File: src/include/sanitize_map.svh
// Register offsets, field positions, codes and counts of the key-scramble block
`ifndef SANITIZE_MAP_SVH
`define SANITIZE_MAP_SVH

// =====================================================
// Register offsets (byte addresses)
`define OFF_CMD        12'h000
`define OFF_FEAT       12'h004
`define OFF_COUNT      12'h008
`define OFF_LBA_LO     12'h00C
`define OFF_LBA_HI     12'h010
`define OFF_GO         12'h014
`define OFF_CTRL       12'h018
`define OFF_RSTAT      12'h01C
`define OFF_RCOUNT     12'h020
`define OFF_RLBA       12'h024

// =====================================================
// Register fields
`define GO_BIT         0
`define CTRL_SUPPORT   0
`define CTRL_ENCRYPT   1
`define CTRL_ANTIFRZ   2
`define CTRL_FREEZE    3
`define CTRL_RST       3'h3

// =====================================================
// Command decode
`define CMD_SANITIZE   8'hB4
`define FEAT_SCRAMBLE  16'h0011
`define FEAT_STATUS    16'h0000
`define SCRAMBLE_SIG   32'h4372_7970
`define POLICY_BIT     4

// =====================================================
// Output fields
`define CNT_CLEAN      15
`define CNT_RUNNING    14
`define CNT_FROZEN     13
`define CNT_ANTIFRZ    12
`define ERR_ABORT_BIT  2
`define STAT_ERR_BIT   0
`define RSN_NONE       8'h00
`define RSN_INCOMPLETE 8'h01
`define RSN_FEATURE    8'h02
`define RSN_FROZEN     8'h03
`define RSN_ANTIFRZ    8'h04

// =====================================================
// Progress and timing
`define PROG_IDLE      16'hFFFF
`define PROG_STEP      16'h0100
`define PROG_LAST      16'hFF00
`define STRAP_WAIT     2'h2

`endif

File: src/include/sanitize_pkg.sv
// Types shared by the key-scramble command block
package sanitize_pkg;

  // Sanitize state machine
  typedef enum logic [2:0]
  {
    erase_idle_state,
    erase_frozen_state,
    erase_running_state,
    erase_failed_state,
    erase_succeeded_state
  } erase_state_t;

  // Command fields as written by the host
  typedef struct packed
  {
    logic [7:0]  code;
    logic [15:0] feature;
    logic [15:0] count;
    logic [47:0] lba;
  } ata_cmd_t;

  // Outcome of the last completion
  typedef struct packed
  {
    logic       err;
    logic [7:0] reason;
  } ata_result_t;

endpackage

File: src/logic/key_erase_engine.sv
// Key-change erase engine with a 16-bit progress numerator
`timescale 1ns/1ps
`include "sanitize_map.svh"
module key_erase_engine
(
  // Clock and reset
  input  wire logic        pclk,
  input  wire logic        presetn,
  // Control
  input  wire logic        start,
  input  wire logic        fault,
  // Progress and result
  output logic [15:0]      progress,
  output logic             done,
  output logic             ok,
  output logic             key_replace
);

  logic        run_ff;
  logic [15:0] prog_ff;
  logic        fault_ff;
  logic        done_ff;
  logic        key_ff;

  // =====================================================
  // Progress walk
  always_ff @(posedge pclk or negedge presetn)
  begin
    if (!presetn)
    begin
      run_ff  <= 1'b0;
      prog_ff <= 16'h0000;
    end
    else if (start)
    begin
      run_ff  <= 1'b1;
      prog_ff <= 16'h0000;
    end
    else if (run_ff && prog_ff == `PROG_LAST)
      run_ff <= 1'b0;
    else if (run_ff)
      prog_ff <= prog_ff + `PROG_STEP;
  end

  // Any fault during the walk spoils the result
  always_ff @(posedge pclk or negedge presetn)
  begin
    if (!presetn)
      fault_ff <= 1'b0;
    else if (start)
      fault_ff <= 1'b0;
    else if (run_ff && fault)
      fault_ff <= 1'b1;
  end

  always_ff @(posedge pclk or negedge presetn)
  begin
    if (!presetn)
    begin
      done_ff <= 1'b0;
      key_ff  <= 1'b0;
    end
    else
    begin
      done_ff <= run_ff && prog_ff == `PROG_LAST && !start;
      key_ff  <= start;
    end
  end

  assign progress    = prog_ff;
  assign done        = done_ff;
  assign ok          = !fault_ff;
  assign key_replace = key_ff;

endmodule

File: src/logic/key_scramble_ctl.sv
// Key-scramble sanitize command interpreter behind an APB register file
//
// Contract
// Command B4h with feature 0011h selects the key-scramble erase.
// Address bits 31:0 must hold 4372_7970h before acceptance.
// Policy bit one lets a status query leave the failed state.
// Accept only when supported and idle, failed or succeeded.
// Acceptance starts an erase that replaces the data keys.
// Failed with policy zero aborts requests with policy one.
// Count bit 15 returns the stored clean-completion value.
// Count bit 14 is one exactly while in progress.
// Count bit 13 is one exactly while frozen.
// Count bit 12 returns antifreeze; bits 11:0 read zero.
// While in progress, address bits 15:0 give progress over 65536.
// With no erase running the progress field reads FFFFh.
// Clean value one means succeeded; zero means in progress. The code enters failed when an erase ends with zero.
// Clean-completion value is kept across power-on resets.
// Abort once a freeze-lock has completed since power-on.
// Failed, earlier policy zero, new policy one: abort.
// Error reason codes 00h to 04h in address bits 7:0.
// Only the encrypting variant accepts the subcommand.
// Every abort sets the error bit and loads a reason.
// Frozen returns to idle on power-on or hardware reset. After power-on the code restores succeeded if the stored clean value is one.
//
// Decided for this implementation: the register addresses and the APB register port.
`timescale 1ns/1ps
`include "sanitize_map.svh"
module key_scramble_ctl
(
  // Clock and power-on reset
  input  wire logic        pclk,
  input  wire logic        presetn,
  // APB slave
  input  wire logic        psel,
  input  wire logic        penable,
  input  wire logic        pwrite,
  input  wire logic [11:0] paddr,
  input  wire logic [31:0] pwdata,
  output logic [31:0]      prdata,
  output logic             pready,
  output logic             pslverr,
  // Drive controller
  input  wire logic        hw_reset,
  input  wire logic        key_fault,
  output logic             key_replace,
  // Nonvolatile clean-completion store
  input  wire logic        nv_clean_pin,
  output logic             nv_clean_wr,
  output logic             nv_clean_val
);

  sanitize_pkg::erase_state_t state_ff;
  sanitize_pkg::erase_state_t nxt_state;
  sanitize_pkg::ata_cmd_t     cmd_ff;
  sanitize_pkg::ata_result_t  res_ff;
  sanitize_pkg::ata_result_t  nxt_res;
  logic        pready_ff;
  logic        pslverr_ff;
  logic [31:0] prdata_ff;
  logic [31:0] rd_data;
  logic [2:0]  ctrl_ff;
  logic        go_ff;
  logic        frz_ff;
  logic        clean_ff;
  logic        nxt_clean;
  logic        policy_ff;
  logic        nxt_policy;
  logic        lock_ff;
  logic        nxt_lock;
  logic        res_load;
  logic        start;
  logic        nv_meta_ff;
  logic        nv_sync_ff;
  logic [1:0]  strap_cnt_ff;
  logic        strap_done_ff;
  logic        nv_wr_ff;
  logic        nv_val_ff;
  logic        go_take;
  logic        frz_take;
  logic        apb_wr;
  logic        rd_load;
  logic        req_policy;
  logic        run_now;
  logic [15:0] eng_prog;
  logic        eng_done;
  logic        eng_ok;
  logic [15:0] cnt_word;
  logic [7:0]  err_byte;
  logic [7:0]  stat_byte;

  // =====================================================
  // APB handshake: one wait state on every access
  assign apb_wr  = psel && penable && pready_ff && pwrite;
  assign rd_load = psel && penable && !pready_ff;

  function automatic logic addr_hit(input logic [11:0] a);
    addr_hit = a == `OFF_CMD || a == `OFF_FEAT || a == `OFF_COUNT
            || a == `OFF_LBA_LO || a == `OFF_LBA_HI || a == `OFF_GO
            || a == `OFF_CTRL || a == `OFF_RSTAT || a == `OFF_RCOUNT
            || a == `OFF_RLBA;
  endfunction

  always_ff @(posedge pclk or negedge presetn)
  begin
    if (!presetn)
    begin
      pready_ff  <= 1'b0;
      pslverr_ff <= 1'b0;
      prdata_ff  <= 32'h0000_0000;
    end
    else
    begin
      pready_ff <= rd_load;
      if (rd_load)
      begin
        pslverr_ff <= !addr_hit(paddr);
        prdata_ff  <= pwrite ? 32'h0000_0000 : rd_data;
      end
      else
        pslverr_ff <= 1'b0;
    end
  end

  // =====================================================
  // Command field registers
  always_ff @(posedge pclk or negedge presetn)
  begin
    if (!presetn)
    begin
      cmd_ff  <= '0;
      ctrl_ff <= `CTRL_RST;
    end
    else if (apb_wr)
    begin
      if (paddr == `OFF_CMD)
        cmd_ff.code <= pwdata[7:0];
      else if (paddr == `OFF_FEAT)
        cmd_ff.feature <= pwdata[15:0];
      else if (paddr == `OFF_COUNT)
        cmd_ff.count <= pwdata[15:0];
      else if (paddr == `OFF_LBA_LO)
        cmd_ff.lba[31:0] <= pwdata;
      else if (paddr == `OFF_LBA_HI)
        cmd_ff.lba[47:32] <= pwdata[15:0];
      else if (paddr == `OFF_CTRL)
        ctrl_ff <= pwdata[2:0];
    end
  end

  // Issue strobes stay pending until taken; a new write wins over the clear
  always_ff @(posedge pclk or negedge presetn)
  begin
    if (!presetn)
    begin
      go_ff  <= 1'b0;
      frz_ff <= 1'b0;
    end
    else
    begin
      if (apb_wr && paddr == `OFF_GO && pwdata[`GO_BIT])
        go_ff <= 1'b1;
      else if (go_take)
        go_ff <= 1'b0;
      if (apb_wr && paddr == `OFF_CTRL && pwdata[`CTRL_FREEZE])
        frz_ff <= 1'b1;
      else if (frz_take)
        frz_ff <= 1'b0;
    end
  end

  // =====================================================
  // Clean-completion value from the nonvolatile store
  always_ff @(posedge pclk or negedge presetn)
  begin
    if (!presetn)
    begin
      nv_meta_ff <= 1'b0;
      nv_sync_ff <= 1'b0;
    end
    else
    begin
      nv_meta_ff <= nv_clean_pin;
      nv_sync_ff <= nv_meta_ff;
    end
  end

  // Wait for the synchroniser to settle before taking the stored value
  always_ff @(posedge pclk or negedge presetn)
  begin
    if (!presetn)
    begin
      strap_cnt_ff  <= 2'h0;
      strap_done_ff <= 1'b0;
    end
    else if (!strap_done_ff)
    begin
      strap_cnt_ff  <= strap_cnt_ff + 2'h1;
      strap_done_ff <= strap_cnt_ff == `STRAP_WAIT;
    end
  end

  // =====================================================
  // Sanitize state machine and command decode
  assign frz_take   = frz_ff && strap_done_ff && !hw_reset && !eng_done;
  assign go_take    = go_ff && strap_done_ff && !hw_reset && !eng_done && !frz_take;
  assign req_policy = cmd_ff.count[`POLICY_BIT];

  always_comb
  begin
    nxt_state  = state_ff;
    nxt_clean  = clean_ff;
    nxt_policy = policy_ff;
    nxt_lock   = lock_ff;
    nxt_res    = res_ff;
    res_load   = 1'b0;
    start      = 1'b0;
    if (!strap_done_ff)
    begin
      if (strap_cnt_ff == `STRAP_WAIT)
      begin
        // restore clean value
        nxt_clean = nv_sync_ff;
        nxt_state = nv_sync_ff ? sanitize_pkg::erase_succeeded_state
                               : sanitize_pkg::erase_idle_state;
      end
    end
    // Only frozen yields to reset, so a coinciding erase completion is not lost
    else if (hw_reset && state_ff == sanitize_pkg::erase_frozen_state)
    begin
      // frozen leaves on reset
      nxt_state = sanitize_pkg::erase_idle_state;
    end
    else if (eng_done)
    begin
      // state follows clean value
      nxt_clean = eng_ok;
      nxt_state = eng_ok ? sanitize_pkg::erase_succeeded_state
                         : sanitize_pkg::erase_failed_state;
    end
    else if (frz_take)
    begin
      res_load = 1'b1;
      nxt_res  = '{err: 1'b0, reason: `RSN_NONE};
      // antifreeze blocks lock
      if (ctrl_ff[`CTRL_ANTIFRZ])
        nxt_res = '{err: 1'b1, reason: `RSN_ANTIFRZ};
      else if (state_ff == sanitize_pkg::erase_running_state)
        nxt_res = '{err: 1'b1, reason: `RSN_NONE};
      else
      begin
        nxt_state = sanitize_pkg::erase_frozen_state;
        nxt_lock  = 1'b1;
      end
    end
    else if (go_take)
    begin
      res_load = 1'b1;
      // abort carries a reason
      nxt_res  = '{err: 1'b1, reason: `RSN_NONE};
      if (cmd_ff.code != `CMD_SANITIZE)
        nxt_res = '{err: 1'b1, reason: `RSN_NONE};
      else if (cmd_ff.feature == `FEAT_STATUS)
      begin
        nxt_res = '{err: 1'b0, reason: `RSN_NONE};
        // policy one frees failed
        if (state_ff == sanitize_pkg::erase_failed_state && policy_ff)
          nxt_state = sanitize_pkg::erase_idle_state;
      end
      // feature and variant
      else if (cmd_ff.feature != `FEAT_SCRAMBLE || !ctrl_ff[`CTRL_SUPPORT]
               || !ctrl_ff[`CTRL_ENCRYPT])
        nxt_res = '{err: 1'b1, reason: `RSN_FEATURE};
      // freeze-lock since power-on
      else if (lock_ff || state_ff == sanitize_pkg::erase_frozen_state)
        nxt_res = '{err: 1'b1, reason: `RSN_FROZEN};
      // signature check
      else if (cmd_ff.lba[31:0] != `SCRAMBLE_SIG)
        nxt_res = '{err: 1'b1, reason: `RSN_NONE};
      // allowed start states
      else if (state_ff == sanitize_pkg::erase_running_state)
        nxt_res = '{err: 1'b1, reason: `RSN_NONE};
      // failed policy lock
      else if (state_ff == sanitize_pkg::erase_failed_state && !policy_ff && req_policy)
        nxt_res = '{err: 1'b1, reason: `RSN_INCOMPLETE};
      else
      begin
        // start key change
        nxt_res    = '{err: 1'b0, reason: `RSN_NONE};
        start      = 1'b1;
        nxt_state  = sanitize_pkg::erase_running_state;
        nxt_policy = req_policy;
        nxt_clean  = 1'b0;
      end
    end
  end

  always_ff @(posedge pclk or negedge presetn)
  begin
    if (!presetn)
    begin
      state_ff  <= sanitize_pkg::erase_idle_state;
      clean_ff  <= 1'b0;
      policy_ff <= 1'b0;
      lock_ff   <= 1'b0;
    end
    else
    begin
      state_ff  <= nxt_state;
      clean_ff  <= nxt_clean;
      policy_ff <= nxt_policy;
      lock_ff   <= nxt_lock;
    end
  end

  always_ff @(posedge pclk or negedge presetn)
  begin
    if (!presetn)
      res_ff <= '{err: 1'b0, reason: `RSN_NONE};
    else if (res_load)
      res_ff <= nxt_res;
  end

  // Write-back pulse keeps the store in step with every change
  always_ff @(posedge pclk or negedge presetn)
  begin
    if (!presetn)
    begin
      nv_wr_ff  <= 1'b0;
      nv_val_ff <= 1'b0;
    end
    else
    begin
      nv_wr_ff  <= strap_done_ff && nxt_clean != clean_ff;
      nv_val_ff <= nxt_clean;
    end
  end

  key_erase_engine u_engine
  (
    .pclk        (pclk),
    .presetn     (presetn),
    .start       (start),
    .fault       (key_fault),
    .progress    (eng_prog),
    .done        (eng_done),
    .ok          (eng_ok),
    .key_replace (key_replace)
  );

  // =====================================================
  // Read data
  assign run_now = state_ff == sanitize_pkg::erase_running_state;

  always_comb
  begin
    cnt_word  = 16'h0000;
    err_byte  = 8'h00;
    stat_byte = 8'h00;
    // normal count
    cnt_word[`CNT_CLEAN]   = clean_ff;
    cnt_word[`CNT_RUNNING] = run_now;
    cnt_word[`CNT_FROZEN]  = state_ff == sanitize_pkg::erase_frozen_state;
    cnt_word[`CNT_ANTIFRZ] = ctrl_ff[`CTRL_ANTIFRZ];
    err_byte[`ERR_ABORT_BIT] = res_ff.err;
    stat_byte[`STAT_ERR_BIT] = res_ff.err;
    rd_data = 32'h0000_0000;
    if (paddr == `OFF_CMD)
      rd_data = {24'h00_0000, cmd_ff.code};
    else if (paddr == `OFF_FEAT)
      rd_data = {16'h0000, cmd_ff.feature};
    else if (paddr == `OFF_COUNT)
      rd_data = {16'h0000, cmd_ff.count};
    else if (paddr == `OFF_LBA_LO)
      rd_data = cmd_ff.lba[31:0];
    else if (paddr == `OFF_LBA_HI)
      rd_data = {16'h0000, cmd_ff.lba[47:32]};
    else if (paddr == `OFF_GO)
      rd_data = {31'h0000_0000, go_ff};
    else if (paddr == `OFF_CTRL)
      rd_data = {28'h000_0000, frz_ff, ctrl_ff};
    else if (paddr == `OFF_RSTAT)
      rd_data = {12'h000, go_ff, state_ff, err_byte, stat_byte};
    else if (paddr == `OFF_RCOUNT)
      rd_data = res_ff.err ? 32'h0000_0000 : {16'h0000, cnt_word};
    else if (paddr == `OFF_RLBA)
    begin
      // progress or reason
      if (res_ff.err)
        rd_data = {24'h00_0000, res_ff.reason};
      else
        rd_data = {16'h0000, run_now ? eng_prog : `PROG_IDLE};
    end
  end

  assign prdata       = prdata_ff;
  assign pready       = pready_ff;
  assign pslverr      = pslverr_ff;
  assign nv_clean_wr  = nv_wr_ff;
  assign nv_clean_val = nv_val_ff;
endmodule
File: config.mk
export PLATFORM = sky130hd
export DESIGN_NAME = key_scramble_ctl
export DESIGN_NICKNAME = d
export VERILOG_FILES = /design/src/include/sanitize_pkg.sv /design/src/logic/key_erase_engine.sv /design/src/logic/key_scramble_ctl.sv
export VERILOG_INCLUDE_DIRS = /design/src /design/src/include
export SDC_FILE = /design/constraint.sdc
export NUM_CORES = 1
export LEC_CHECK = 0
export BUFFER_PORTS_ARGS = -buffer_cell sky130_fd_sc_hd__buf_4
export CORE_MARGIN = 2
export CORE_UTILIZATION = 55
export DETAILED_ROUTE_END_ITERATION = 12
export HOLD_SLACK_MARGIN = 0.02
export PLACE_DENSITY = 0.76
export SETUP_SLACK_MARGIN = 0.3
export SLEW_MARGIN = 5
export SYNTH_ARGS = -nofsm -noshare
export SYNTH_HDL_FRONTEND = slang
export SYNTH_SLANG_ARGS = --single-unit
File: constraint.sdc
create_clock -name pclk -period 5.8 [get_ports pclk]
set_input_delay 0.29 -clock pclk [delete_from_list [all_inputs] [get_ports pclk]]
set_output_delay 0.29 -clock pclk [all_outputs]
set_load 0.02 [all_outputs]
# Yosys cells after proc, flatten, opt, wreduce, memory -nomap -nowiden
# Cells that the tools add are included.
# totals
romBits,0
mem_bits_rw,0
inputBits,52
elab_cells,225
reg_bits,168
latch_bits,0
mem_count,0
# op_classes
n_eq_ne,29
mul,0
bitwise_logic,16
addsub,2
n_mux,86
div,0
order_cmp,0
n_reduce_logical,65
shifts,0
# ops
op,n
two-way mux 32 bit,5
two-way mux 16 bit,8
two-way mux 9 bit,11
two-way mux 20 bit,4
two-way mux 3 bit,18
"equality test 12 x 5 -> 1 bit, second input constant",4
two-way mux 1 bit,40
"!= test 32 x 31 -> 1 bit, second input constant",1
"equality test 12 x 4 -> 1 bit, second input constant",2
"equality test 12 x 6 -> 1 bit, second input constant",2
"!= test 6 x 5 -> 1 bit, second input constant",4
logical AND 1 bit,23
"adder 16 x 9 -> 16 bit, second input constant",1
"equality test 16 bit, second input constant",1
logical NOT 16 bit,1
"!= test 16 x 5 -> 1 bit, second input constant",1
inverter 1 bit,16
nonzero test 2 bit,7
"equality test 12 x 3 -> 1 bit, second input constant",1
logical NOT 12 bit,1
logical OR 1 bit,12
AND reduction 12 bit,1
AND reduction 6 bit,2
AND reduction 11 bit,1
other kinds (18),31

# Logic depth before layout (Yosys ltp)
# Gate-level depths: netlist of the first run.
# depth
word_depth,17
depth_mapped,8
depth_no_buf,7

# Hierarchy
# A second synthesis of the first run with hierarchy kept.
# hier_totals
hier_cells,683
area_unflattened_um2,7592.3
# by_module_without_submodules
mod,cells_per_inst,instances,seq_area_each_um2,area_per_inst_um2
key_scramble_ctl,619,1,3580.9,6919.1
key_erase_engine,64,1,300.3,673.1

# Worst setup path before layout of the first run
# Ideal clock, no wire load.
# synth_path
kind,flip-flop to flip-flop
from,register cmd_ff[65] (netlist bit)
to,register res_ff (netlist bit err_byte[2])
path_buffers,0
period_less_slack_ps,2579
path_slack_ps,3221
path_stages_with_launch,7
setup_time_ps,139
arrival_time_ps,2440
path_cell_list,dfrtp_1 or4_4 or4_4 or2_1 or4_4 a211oi_2 a21oi_1
# synth_via
elab_chain_cells,8
# synth_lines
item,line,source
from (decl),key_scramble_ctl.sv:54,sanitize_pkg::ata_cmd_t cmd_ff;
!= test 16 x 5 -> 1 bit (no line),--,
logical OR 1 bit (2 in series),key_scramble_ctl.sv:270,else if (cmd_ff.feature != `FEAT_SCRAMBLE || !ctrl_ff[`CTRL_SUPPORT]
two-way mux 9 bit,key_scramble_ctl.sv:270,
two-way mux 9 bit *,key_scramble_ctl.sv:262,else if (cmd_ff.feature == `FEAT_STATUS)
two-way mux 9 bit *,key_scramble_ctl.sv:260,if (cmd_ff.code != `CMD_SANITIZE)
two-way mux 9 bit *,key_scramble_ctl.sv:255,else if (go_take)
two-way mux 9 bit *,key_scramble_ctl.sv:240,else if (frz_take)
to (signal assigned),key_scramble_ctl.sv:318,"res_ff <= '{err: 1'b0, reason: `RSN_NONE};"
to (signal assigned),key_scramble_ctl.sv:320,res_ff <= nxt_res;
to (decl),key_scramble_ctl.sv:55,sanitize_pkg::ata_result_t res_ff;
# Every way passes the cells marked *; elsewhere a longest branch is shown, timed or not. The select of a mux whose other input is x is not followed.
# A chain may end at the register's enable or synchronous reset.

# Final worst setup path of the first run
# layout_path
from,register cmd_ff[26] (netlist bit)
to,register state_ff[2]
# layout_via
elab_chain_cells,3
# layout_lines
item,line,source
!= test 32 x 31 -> 1 bit (no line),--,
!= test 6 x 5 -> 1 bit (no line),--,
AND reduction 11 bit (no line),--,
to (signal assigned),key_scramble_ctl.sv:301,state_ff <= sanitize_pkg::erase_idle_state;
to (signal assigned),key_scramble_ctl.sv:308,state_ff <= nxt_state;
to (decl),key_scramble_ctl.sv:52,sanitize_pkg::erase_state_t state_ff;
# No other way between the ends.

==> results.ini, run 1 <==
[pwr]
power_mw = 2.23
vdd_ir_drop_max_v = 0.000191
power_density_nw_per_um2 = 260
power.leakage_nw = 4.15

[sta]
tightest_slew_ns = 1.16
rsz0062_at_grt = false
whs_ns = 0.0958
slew-limit-headroom_pct = 22.6
tns_ns = 0
min_period_ns = 2.86
report.final.slew_viol_count = 0
skew_ns = 0.00762
finalCritPeriodShare_pct = 49.4
setup_viol = 0
final_hold_viol_count = 0
fmaxAchievable_mhz = 349

[drt]
vias = 5798
wl_per_cell_um = 21.4
met3_length_um = 1620
wl_met2_um = 9410
ant_nets = 0
topRoutingLayerUsed = met4
routed_wl_um = 19300
drc = 0
drt-initial-drc-count = 465
wl_met1_um = 7760
via_per_inst = 6.43
drt_pass1_iterations = 5

[floorplan]
dieWidth_um = 118
ioPinCount = 89
die-area_um2 = 14000
initial_core_util_pct = 56.7
die_height_um = 118
rows = 41
placeableCoreArea_um2 = 12700

[synthesis]
syn_inst = 626
syn_area_um2 = 7190
yosys.area_share.simple_pct = 14.0
synth_seq_cells = 155
synth_compound_gate_area_share_pct = 12.9
synth_cell_types = 59
synthArstFlopShare_pct = 100
synth_warnings = 0
synth_top_family_by_area = multiplexers
syn-num-nets = 680
yosys.area_share.xor_xnor_pct = 1.22
syn_area_per_cell_um2 = 11.5
synth_edf_count = 0
yosys.area_share.adder_pct = 0.348
ys_seq_area_share_pct = 54.0
synth.area.mux_share_pct = 15.3
synth-main-ff-cell = dfrtp_1

[cells_and_area]
area_growth_pct = 19.5
n_antenna_cell = 0
final_cell_mix = dfrtp_1, mux2_2, buf_4, nor2_1, nand2_1
nets = 771
layout-drive-gt1-share_pct = 33.2
final_common_cell = dfrtp_1

[setup_path]
cp_top_family = simple AND/OR/NAND/NOR gates
crit_buf_inv = 0
crit_required_ns = 6.11
path_class = flip-flop to flip-flop
critPathCaptureType = flip-flop
critPathSlowestCell = or4_4
critPathMaxStageDelay_ns = 0.61
path_cells = nor4_1, nand4_1, or4_4, or4_1, a21oi_2, mux2_2
cp_max_fo = 5
cp.arrival_ns = 3.17
start_kind = flip-flop

[grt]
grt_max_degree = 97
grt_pass1_vias = 5797
antenna_found_initial = 0
grt_overflow = 0
track_usage_pct = 28.8
grt_pass1_wl_um = 31200

[clock_network]
holdBufCountCts = 2
path_clk_slew_ns = 0.06
cts_root_buf = clkbuf_16
clk_latency_ns = 0.43
numCtsBuffers = 17
post_cts_buffers = 0
cts_tree = done
clockBufferDepth = 2
cts_resized = 0
clkSinkCount = 155
htree_levels = 4

[placement]
place_hpwl_um = 13600
gp_congestion = 0.942
io_buffers = 88

[min_path]
holdCritPathClass = primary input to flip-flop

[outcome]
outcome = finished, final reports clean

[run]
cap_violations = 0

[metrics by stage]
stage                     cell area (µm²)  setup slack, ns  util, %  std cells
after global placement               8010             2.73     63.2        868
after floorplan                      7190             3.22        -        626
after global routing                 8590             2.87     67.8        902
after CTS                            8590             2.96     67.8        902
after detailed placement             8010             2.70     63.2        868
final                                8590             2.94     67.8        902
[metal layers]
metal  vias to the layer above  GRT usage [%]
met5                         -              0
met4                         0           10.6
met3                        49           6.71
met2                       312           46.6
met1                      2913           37.9
li1                       2524              -
[where the power goes]
group	switching [mW]	internal (mW)	total, mW
logic	0.0676	0.0387	0.106
clock network	0.429	0.609	1.04
registers	0.00374	1.09	1.09
total	0.501	1.73	2.23
[cells in the mapped netlist, drive strengths merged (2+ instances only)]
cell type  number  area share, %
or2             7           0.61
a211oi          5           0.59
nor2b           3           0.26
dfrtp         153             53
a222oi          4           0.56
a31oi           2           0.17
or4b            3           0.42
o22ai          14            1.2
xnor2           7           0.85
nand4           3           0.26
xor2            3           0.37
nand2          35            1.8
nor4bb          3           0.42
a22o           14            1.7
o211ai          2           0.21
mux2           94             15
and4b           2           0.30
or4            11            1.4
nor3           16            1.1
ha              2           0.35
o21a            2           0.21
dfstp           2           0.73
a21o            4           0.42
inv            17           0.89
nand2b          8           0.70
buf             8           0.54
clkbuf         16           0.85
a221oi          7           0.85
nor4b           5           0.61
nand3b          2           0.21
a21oi          32            2.3
o21ai          36            2.5
and3            8           0.70
nand3          19            1.3
nor3b           2           0.21
nand4b          2           0.24
o221ai          3           0.37
nor2           38            2.1
o31ai           7           0.73
mux2i           4           0.56
nor4           10            1.0
a22oi           4           0.42
[final cells by class]
class | count | area [µm²]
fillers | 991 | 4080
flip-flops and latches | 155 | 3880
multi-input cells | 430 | 3140
repair buffers | 96 | 729
clock buffers | 21 | 460
well taps | 172 | 215
clock inverters | 11 | 96.3
inverters | 17 | 63.8
[cell families (layout without fill, tap and decap cells)]
group	count (synthesis)	in the layout
muxes	98	98
and+or+nand+nor	179	179
xor gates and xnor gates	10	10
adders and majority gates	2	2
DFF	155	155
AOI/OAI and AO/OA	141	141
buffers and inverters	41	145
[sequential cells by signal, indices dropped and copies added (netlist names), 2 cells and up]
| name | cells |
|---|---|
| u_engine.progress | 8 |
| res_ff | 3 |
| ctrl_ff | 3 |
| state_ff | 3 |
| prdata | 32 |
| strap_cnt_ff | 2 |
| cmd_ff | 88 |
[worst paths after layout]
kind	startpoint	slack [ns]	to	depth (start not counted)
worst max-delay path	cmd_ff[26]	2.94	state_ff[2]	6
worst min-delay path	pwdata[27]	0.1	cmd_ff[27]	2
worst max register to register	cmd_ff[26]	2.94	state_ff[2]	6
worst min register to register	nv_meta_ff	0.35	nv_sync_ff	0
max in group asynchronous	presetn	3.99	cmd_ff[59]	3
min in group asynchronous	presetn	0.53	nv_sync_ff	2
(Power assumes the default switching activity.)
==> run 2: changes to the inputs <==
==> constraint.sdc (replaced) <==
create_clock -name pclk -period 2.64 [get_ports pclk]
set_input_delay 0.132 -clock pclk [delete_from_list [all_inputs] [get_ports pclk]]
set_output_delay 0.132 -clock pclk [all_outputs]
set_load 0.02 [all_outputs]
==> results.ini, run 2 (synthesis gave the netlist of run 1 again) <==
[placement]
gp_congestion = 0.960  ; was 0.942
place_hpwl_um = 14000  ; was 13600 µm
pre_cts_ws_ns = -0.0235  ; was 2.70 ns
io_buffers = 88  ; unchanged
dpl_cell_area_um2 = 8270  ; was 8010 µm²

[floorplan]
placeableCoreArea_um2 = 12700  ; unchanged
die_height_um = 118  ; unchanged
initial_core_util_pct = 56.7  ; unchanged
ioPinCount = 89  ; unchanged
dieWidth_um = 118  ; unchanged
die-area_um2 = 14000  ; unchanged
rows = 41  ; unchanged

[drt]
vias = 5912  ; was 5798
drt_pass1_iterations = 5  ; unchanged
routed_wl_um = 20200  ; was 19300 µm
wl_per_cell_um = 20.9  ; was 21.4 µm
via_per_inst = 6.10  ; was 6.43
drt-initial-drc-count = 539  ; was 465
ant_nets = 0  ; unchanged
drc = 0  ; unchanged

[sta]
skew_ns = 0.00754  ; was 0.00762 ns
min_period_ns = 2.63  ; was 2.86 ns
setup_viol = 0  ; unchanged
finalCritPeriodShare_pct = 99.7  ; was 49.4%
worst_slack_ns = 0.00907  ; was 2.94 ns
rsz0062_at_grt = true  ; was false
final_hold_viol_count = 0  ; unchanged
report.final.slew_viol_count = 0  ; unchanged
slew-limit-headroom_pct = 56.8  ; was 22.6%
fmaxAchievable_mhz = 380  ; was 349 MHz
tightest_slew_ns = 0.644  ; was 1.16 ns

[grt]
grt_max_degree = 68  ; was 97
track_usage_pct = 30.3  ; was 28.8%
antenna_found_initial = 0  ; unchanged
grt_overflow = 0  ; unchanged
grt_pass1_wl_um = 32900  ; was 31200 µm
grt_pass1_vias = 6158  ; was 5797

[setup_path]
critPathMaxStageDelay_ns = 0.53  ; was 0.61 ns
critPathCaptureType = flip-flop  ; unchanged
crit_required_ns = 2.95  ; was 6.11 ns
cp_max_fo = 3  ; was 5
r2r_start = cmd_ff[31]  ; was cmd_ff[26]
cpMostUsedCell = or4_4
worstRegToRegCells = 6  ; unchanged
start_kind = flip-flop  ; unchanged
r2r-end = state_ff[1]  ; was state_ff[2]
crit_buf_inv = 0  ; unchanged
cp.arrival_ns = 2.94  ; was 3.17 ns
cp_top_family = simple AND/OR/NAND/NOR gates  ; unchanged
path_class = flip-flop to flip-flop  ; unchanged
path_cells = nor4_4, nand4_1, or4_4, or4_4, a21oi_4, mux2_4  ; was nor4_1, nand4_1, or4_4, or4_1, a21oi_2, mux2_2
r2r_slack_ns = 0.009  ; was 2.94 ns
critPathSlowestCell = or4_4  ; unchanged

[cells_and_area]
seq_area_um2 = 3880  ; unchanged
utilization_pct = 74.0  ; was 67.8%
layout-drive-gt1-share_pct = 35.5  ; was 33.2%
n_antenna_cell = 0  ; unchanged
multiInputGateArea_um2 = 3220  ; was 3140 µm²
final_common_cell = dfrtp_1  ; unchanged
area_growth_pct = 30.4  ; was 19.5%
fillers = 883  ; was 991
largest_register = cmd_ff  ; unchanged
largest_reg_flops = 88  ; unchanged
nets = 840  ; was 771
final_cell_mix = dfrtp_1, buf_4, mux2_2, nor2_1, dlygate4sd3_1  ; was dfrtp_1, mux2_2, buf_4, nor2_1, nand2_1
fin_area_um2 = 9380  ; was 8590 µm²

[pwr]
intPower_mw = 4.25  ; was 1.73 mW
vdd_ir_drop_max_v = 0.000435  ; was 0.000191 V
p_switching_mw = 1.09  ; was 0.501 mW
p_clk_share_pct = 49.8  ; was 46.5%
power_mw = 5.34  ; was 2.23 mW
power_density_nw_per_um2 = 569  ; was 260 nW/µm²
p_sw_share_pct = 20.4  ; was 22.4%
power.leakage_nw = 4.54  ; was 4.15 nW
power.share.sequential_pct = 44.8  ; was 48.8%
comb_power_share_pct = 5.3  ; was 4.8%

[clock_network]
htree_levels = 4  ; unchanged
clockBufferDepth = 2  ; unchanged
clkSinkCount = 155  ; unchanged
path_clk_slew_ns = 0.06  ; about the same
numCtsBuffers = 17  ; unchanged
cts_root_buf = clkbuf_16  ; unchanged
clk_latency_ns = 0.43  ; about the same
cts_tree = done  ; unchanged

[min_path]
worstHoldStart = pwrite  ; was pwdata[27]
holdCritPathClass = primary input to flip-flop  ; unchanged
hold_end = prdata[2]  ; was cmd_ff[27]
worstHoldPathCells = 4  ; was 2

[run]
cap_violations = 0  ; unchanged

[outcome]
outcome = finished, final reports clean  ; unchanged

[run 2: cell types whose count changed in the layout (fill, tap and decap cells not counted), sizes merged]
cell / change
buf: +35
bufinv: +4
clkbuf: +2
clkinv: -4
clkinvlp: -4
dlygate4sd3: +34
[run 2: how the worst max path moves through the flow]
stage	start	endpoint	depth (start not counted)
floorplan	cmd_ff[69]	err_byte[2]	6
CTS	cmd_ff[71]	err_byte[2]	6
detailed placement	cmd_ff[3]	state_ff[2]	6
global route	cmd_ff[71]	err_byte[2]	6
global placement	cmd_ff[69]	err_byte[2]	6
finish	cmd_ff[31]	state_ff[1]	6
[run 2: power by group through the flow]
stage | Combinational (mW) | Clock, mW | Sequential (mW)
2_1_floorplan | 0.0571 | 0 | 2.44
3_3_place_gp | 0.237 | 0 | 2.44
3_5_place_dp | 0.241 | 0 | 2.44
4_1_cts | 0.284 | 2.68 | 2.39
5_1_grt | 0.312 | 2.79 | 2.39
6_report | 0.286 | 2.66 | 2.39
[run 2: cell type report]
| cell class | count | area share, % |
|---|---|---|
| inverters | 17 | 0.680 |
| repair buffers | 165 | 14.4 |
| multi-input cells | 430 | 34.4 |
| flip-flops and latches | 155 | 41.4 |
| clock buffers | 23 | 5.10 |
| well taps | 172 | 2.29 |
| clock inverters | 7 | 1.73 |
[run 2: metrics by stage]
step | hold slack (ns) | instances | TNS, ns
floorplan | -0.164 | 626 | 0
global placement | 0.127 | 898 | 0
detailed placement | 0.137 | 898 | -0.0521
CTS | 0.0747 | 967 | 0
global route | 0.155 | 969 | -0.0529
finish | 0.0970 | 969 | 0
[run 2: per-layer routing]
layer | global-route usage, % | vias to the layer above | part of all wire [%] | wire, µm
li1 | - | 2657 | - | -
met1 | 40.1 | 2954 | 42 | 8580
met2 | 48.9 | 247 | 48 | 9740
met3 | 6.27 | 54 | 6.2 | 1250
met4 | 12.6 | 0 | 3.1 | 636
met5 | 0 | - | 0 | 0
[run 2: repair_timing]
item	in CTS	in global routing
setup endpoints to repair	18	20
buffers inserted	3	2
resized for setup	6	7
endpoints found under the hold margin	139	0
hold buffers	36	0
pin swaps	7	4
[run 2: tightest hold or removal path: stages]
cell	delay, ns
buf_4	0.12
nor3_1	0.06
a21oi_1	0.12
a31oi_1	0.06
==> run 3: changes to the inputs <==
--- a/config.mk
+++ b/config.mk
@@ -16,4 +16,5 @@
 export SLEW_MARGIN = 5
 export SYNTH_ARGS = -nofsm -noshare
 export SYNTH_HDL_FRONTEND = slang
+export SYNTH_HIERARCHICAL = 1
 export SYNTH_SLANG_ARGS = --single-unit
==> results.ini, run 3 <==
[outcome]
outcome = finished, final reports clean  ; unchanged

[drt]
ant_nets = 0  ; unchanged
vias = 6316  ; was 5912
via_per_inst = 6.30  ; was 6.10
drt-initial-drc-count = 606  ; was 539
drt_pass1_iterations = 5  ; unchanged
drc = 0  ; unchanged
routed_wl_um = 21800  ; was 20200 µm
wl_per_cell_um = 21.8  ; was 20.9 µm

[synthesis]
yosysMostFrequentCell = dfrtp_1  ; unchanged
synth_edf_count = 0  ; unchanged
synth_seq_cells = 155  ; unchanged
ys_seq_area_share_pct = 51.1  ; was 54.0%
synth-main-ff-cell = dfrtp_1  ; unchanged
syn_area_um2 = 7590  ; was 7190 µm²
syn_area_per_cell_um2 = 11.1  ; was 11.5 µm²
synthArstFlopShare_pct = 100  ; unchanged
synth_warnings = 6  ; was 0
yosysTopAreaCell = dfrtp_1  ; unchanged
synth_top_area_share_pct = 50.4  ; was 53.3%
synth_area_leaders = dfrtp_1, mux2_2, a21oi_1  ; was dfrtp_1, mux2_2, o21ai_0
synth_cell_types = 75  ; was 59
syn_inst = 683  ; was 626
ys_top_cells_by_count = dfrtp_1, mux2_2, a21oi_1  ; was dfrtp_1, mux2_2, nor2_1

[placement]
dp.cells = 931  ; was 898
pre_cts_ws_ns = 0.0757  ; was -0.0235 ns
place_hpwl_um = 13900  ; was 14000 µm
io_buffers = 88  ; unchanged
gp_congestion = 0.883  ; was 0.960

[cells_and_area]
final_cell_mix = dfrtp_1, buf_4, mux2_2, a21oi_1, nor2_1  ; was dfrtp_1, buf_4, mux2_2, nor2_1, dlygate4sd3_1
largest_reg_flops = 88  ; unchanged
layout-drive-gt1-share_pct = 33.4  ; was 35.5%
largest_register = cmd_ff  ; unchanged
area_growth_pct = 27.1  ; was 30.4%
final_cells = 1002  ; was 969
nets = 867  ; was 840
n_antenna_cell = 0  ; unchanged
final_common_cell = dfrtp_1  ; unchanged

[sta]
min_period_ns = 2.32  ; was 2.63 ns
report.final.slew_viol_count = 0  ; unchanged
worst_slack_ns = 0.324  ; was 0.00907 ns
rsz0062_at_grt = true  ; unchanged
skew_ns = 0.00794  ; was 0.00754 ns
tightest_slew_ns = 0.660  ; was 0.644 ns
finalCritPeriodShare_pct = 87.7  ; was 99.7%
tns_ns = 0  ; unchanged
setup_viol = 0  ; unchanged
fmaxAchievable_mhz = 432  ; was 380 MHz
final_hold_viol_count = 0  ; unchanged
slew-limit-headroom_pct = 56.0  ; was 56.8%

[grt]
grt_overflow = 0  ; unchanged
antenna_found_initial = 0  ; unchanged
grt_max_degree = 65  ; was 68
grt_pass1_wl_um = 33700  ; was 32900 µm
grt_pass1_vias = 6309  ; was 6158
track_usage_pct = 30.5  ; was 30.3%

[clock_network]
clockBufferDepth = 2  ; unchanged
cts_root_buf = clkbuf_16  ; unchanged
htree_levels = 4  ; unchanged
numCtsBuffers = 17  ; unchanged
clk_latency_ns = 0.44  ; was 0.43 ns
clkSinkCount = 155  ; unchanged
path_clk_slew_ns = 0.06  ; about the same
cts_tree = done  ; unchanged

[setup_path]
path_cells = nor4b_4, nand2_2, or4_4, nand4bb_4, a21oi_4, mux2_4  ; was nor4_4, nand4_1, or4_4, or4_4, a21oi_4, mux2_4
start_kind = flip-flop  ; unchanged
critPathCaptureType = flip-flop  ; unchanged
cp_top_family = simple AND/OR/NAND/NOR gates  ; unchanged
critPathSlowestCell = or4_4  ; unchanged
crit_buf_inv = 0  ; unchanged
critPathMaxStageDelay_ns = 0.57  ; was 0.53 ns
cp_max_fo = 3  ; unchanged
path_class = flip-flop to flip-flop  ; unchanged
cp.arrival_ns = 2.64  ; was 2.94 ns
crit_required_ns = 2.96  ; was 2.95 ns

[min_path]
holdCritPathClass = primary input to flip-flop  ; unchanged

[floorplan]
ioPinCount = 89  ; unchanged
die-area_um2 = 14800  ; was 14000 µm²
initial_core_util_pct = 56.9  ; was 56.7%
rows = 42  ; was 41
die_height_um = 121  ; was 118 µm
dieWidth_um = 121  ; was 118 µm
placeableCoreArea_um2 = 13300  ; was 12700 µm²

[run]
cap_violations = 0  ; unchanged

[pwr]
power.leakage_nw = 4.56  ; was 4.54 nW
power_density_nw_per_um2 = 575  ; was 569 nW/µm²
vdd_ir_drop_max_v = 0.000506  ; was 0.000435 V

## run 3: repair_timing
| item | CTS | global route |
|---|---|---|
| hold buffers | 36 | 0 |
| pin swaps | 6 | 6 |
| endpoints found under the setup margin | 18 | 14 |
| gates resized for setup | 10 | 14 |
| hold endpoints to repair | 147 | 0 |
| buffers inserted | 3 | 0 |
## run 3: routing by layer
| layer | vias to the layer above | wire [µm] | track usage, % |
|---|---|---|---|
| li1 | 2763 | - | - |
| met1 | 3151 | 8770 | 39.7 |
| met2 | 358 | 10800 | 50.4 |
| met3 | 44 | 1840 | 7.33 |
| met4 | 0 | 482 | 9.91 |
| met5 | - | 0 | 0 |
## run 3: through the flow
step | utilization (%) | hold slack, ns | cell area (µm²) | total power, mW
floorplan | - | -0.164 | 7620 | 2.61
global placement | 63.4 | 0.103 | 8460 | 2.80
detailed placement | 63.4 | 0.107 | 8460 | 2.80
CTS | 71.7 | 0.0669 | 9570 | 5.56
global route | 72.3 | 0.0867 | 9650 | 5.71
finish | 72.3 | 0.0694 | 9650 | 5.55
## run 3: worst register-to-register path: stages, from the launching register on
cell and delay (ns):
dfrtp_1 0.42, nor4b_4 0.32, nand2_2 0.11, or4_4 0.57, nand4bb_4 0.22, a21oi_4 0.24, mux2_4 0.32
## run 3: kinds of logic after synthesis
group                      after synthesis  share of synthesized area [%]
other                                    1                         0.0494
buffers and inverters                   60                           3.97
and+or+nand+nor                        185                           13.5
xor gates and xnor gates                 2                          0.231
DFF                                    155                           51.1
adders and majority gates                2                          0.330
AOI/OAI and AO/OA                      173                           15.0
muxes                                  105                           15.8
## run 3: layout make-up
cell class / count / area [µm²]
clock buffers: 19 / 443
clock inverters: 13 / 216
fillers: 930 / 3690
inverters: 14 / 52.6
multi-input cells: 475 / 3580
flip-flops and latches: 155 / 3880
well taps: 176 / 220
repair buffers: 150 / 1260
## run 3: worst paths after layout
check	startpoint	end	slack (ns)	depth (start not counted)
min in group asynchronous	presetn	strap_cnt_ff[1]	0.20	2
worst min-delay path	hw_reset	nv_clean_val	0.07	3
worst max-delay path	cmd_ff[3]	state_ff[2]	0.32	6
max in group asynchronous	presetn	ctrl_ff[1]	1.55	3
worst min register to register	nv_meta_ff	nv_sync_ff	0.35	0
worst max register to register	cmd_ff[3]	state_ff[2]	0.32	6
## run 3: where the power goes
part           internal, mW  switching, mW
clock network          1.71           1.02
logic                 0.164          0.228
registers              2.40         0.0284
total                  4.27           1.28
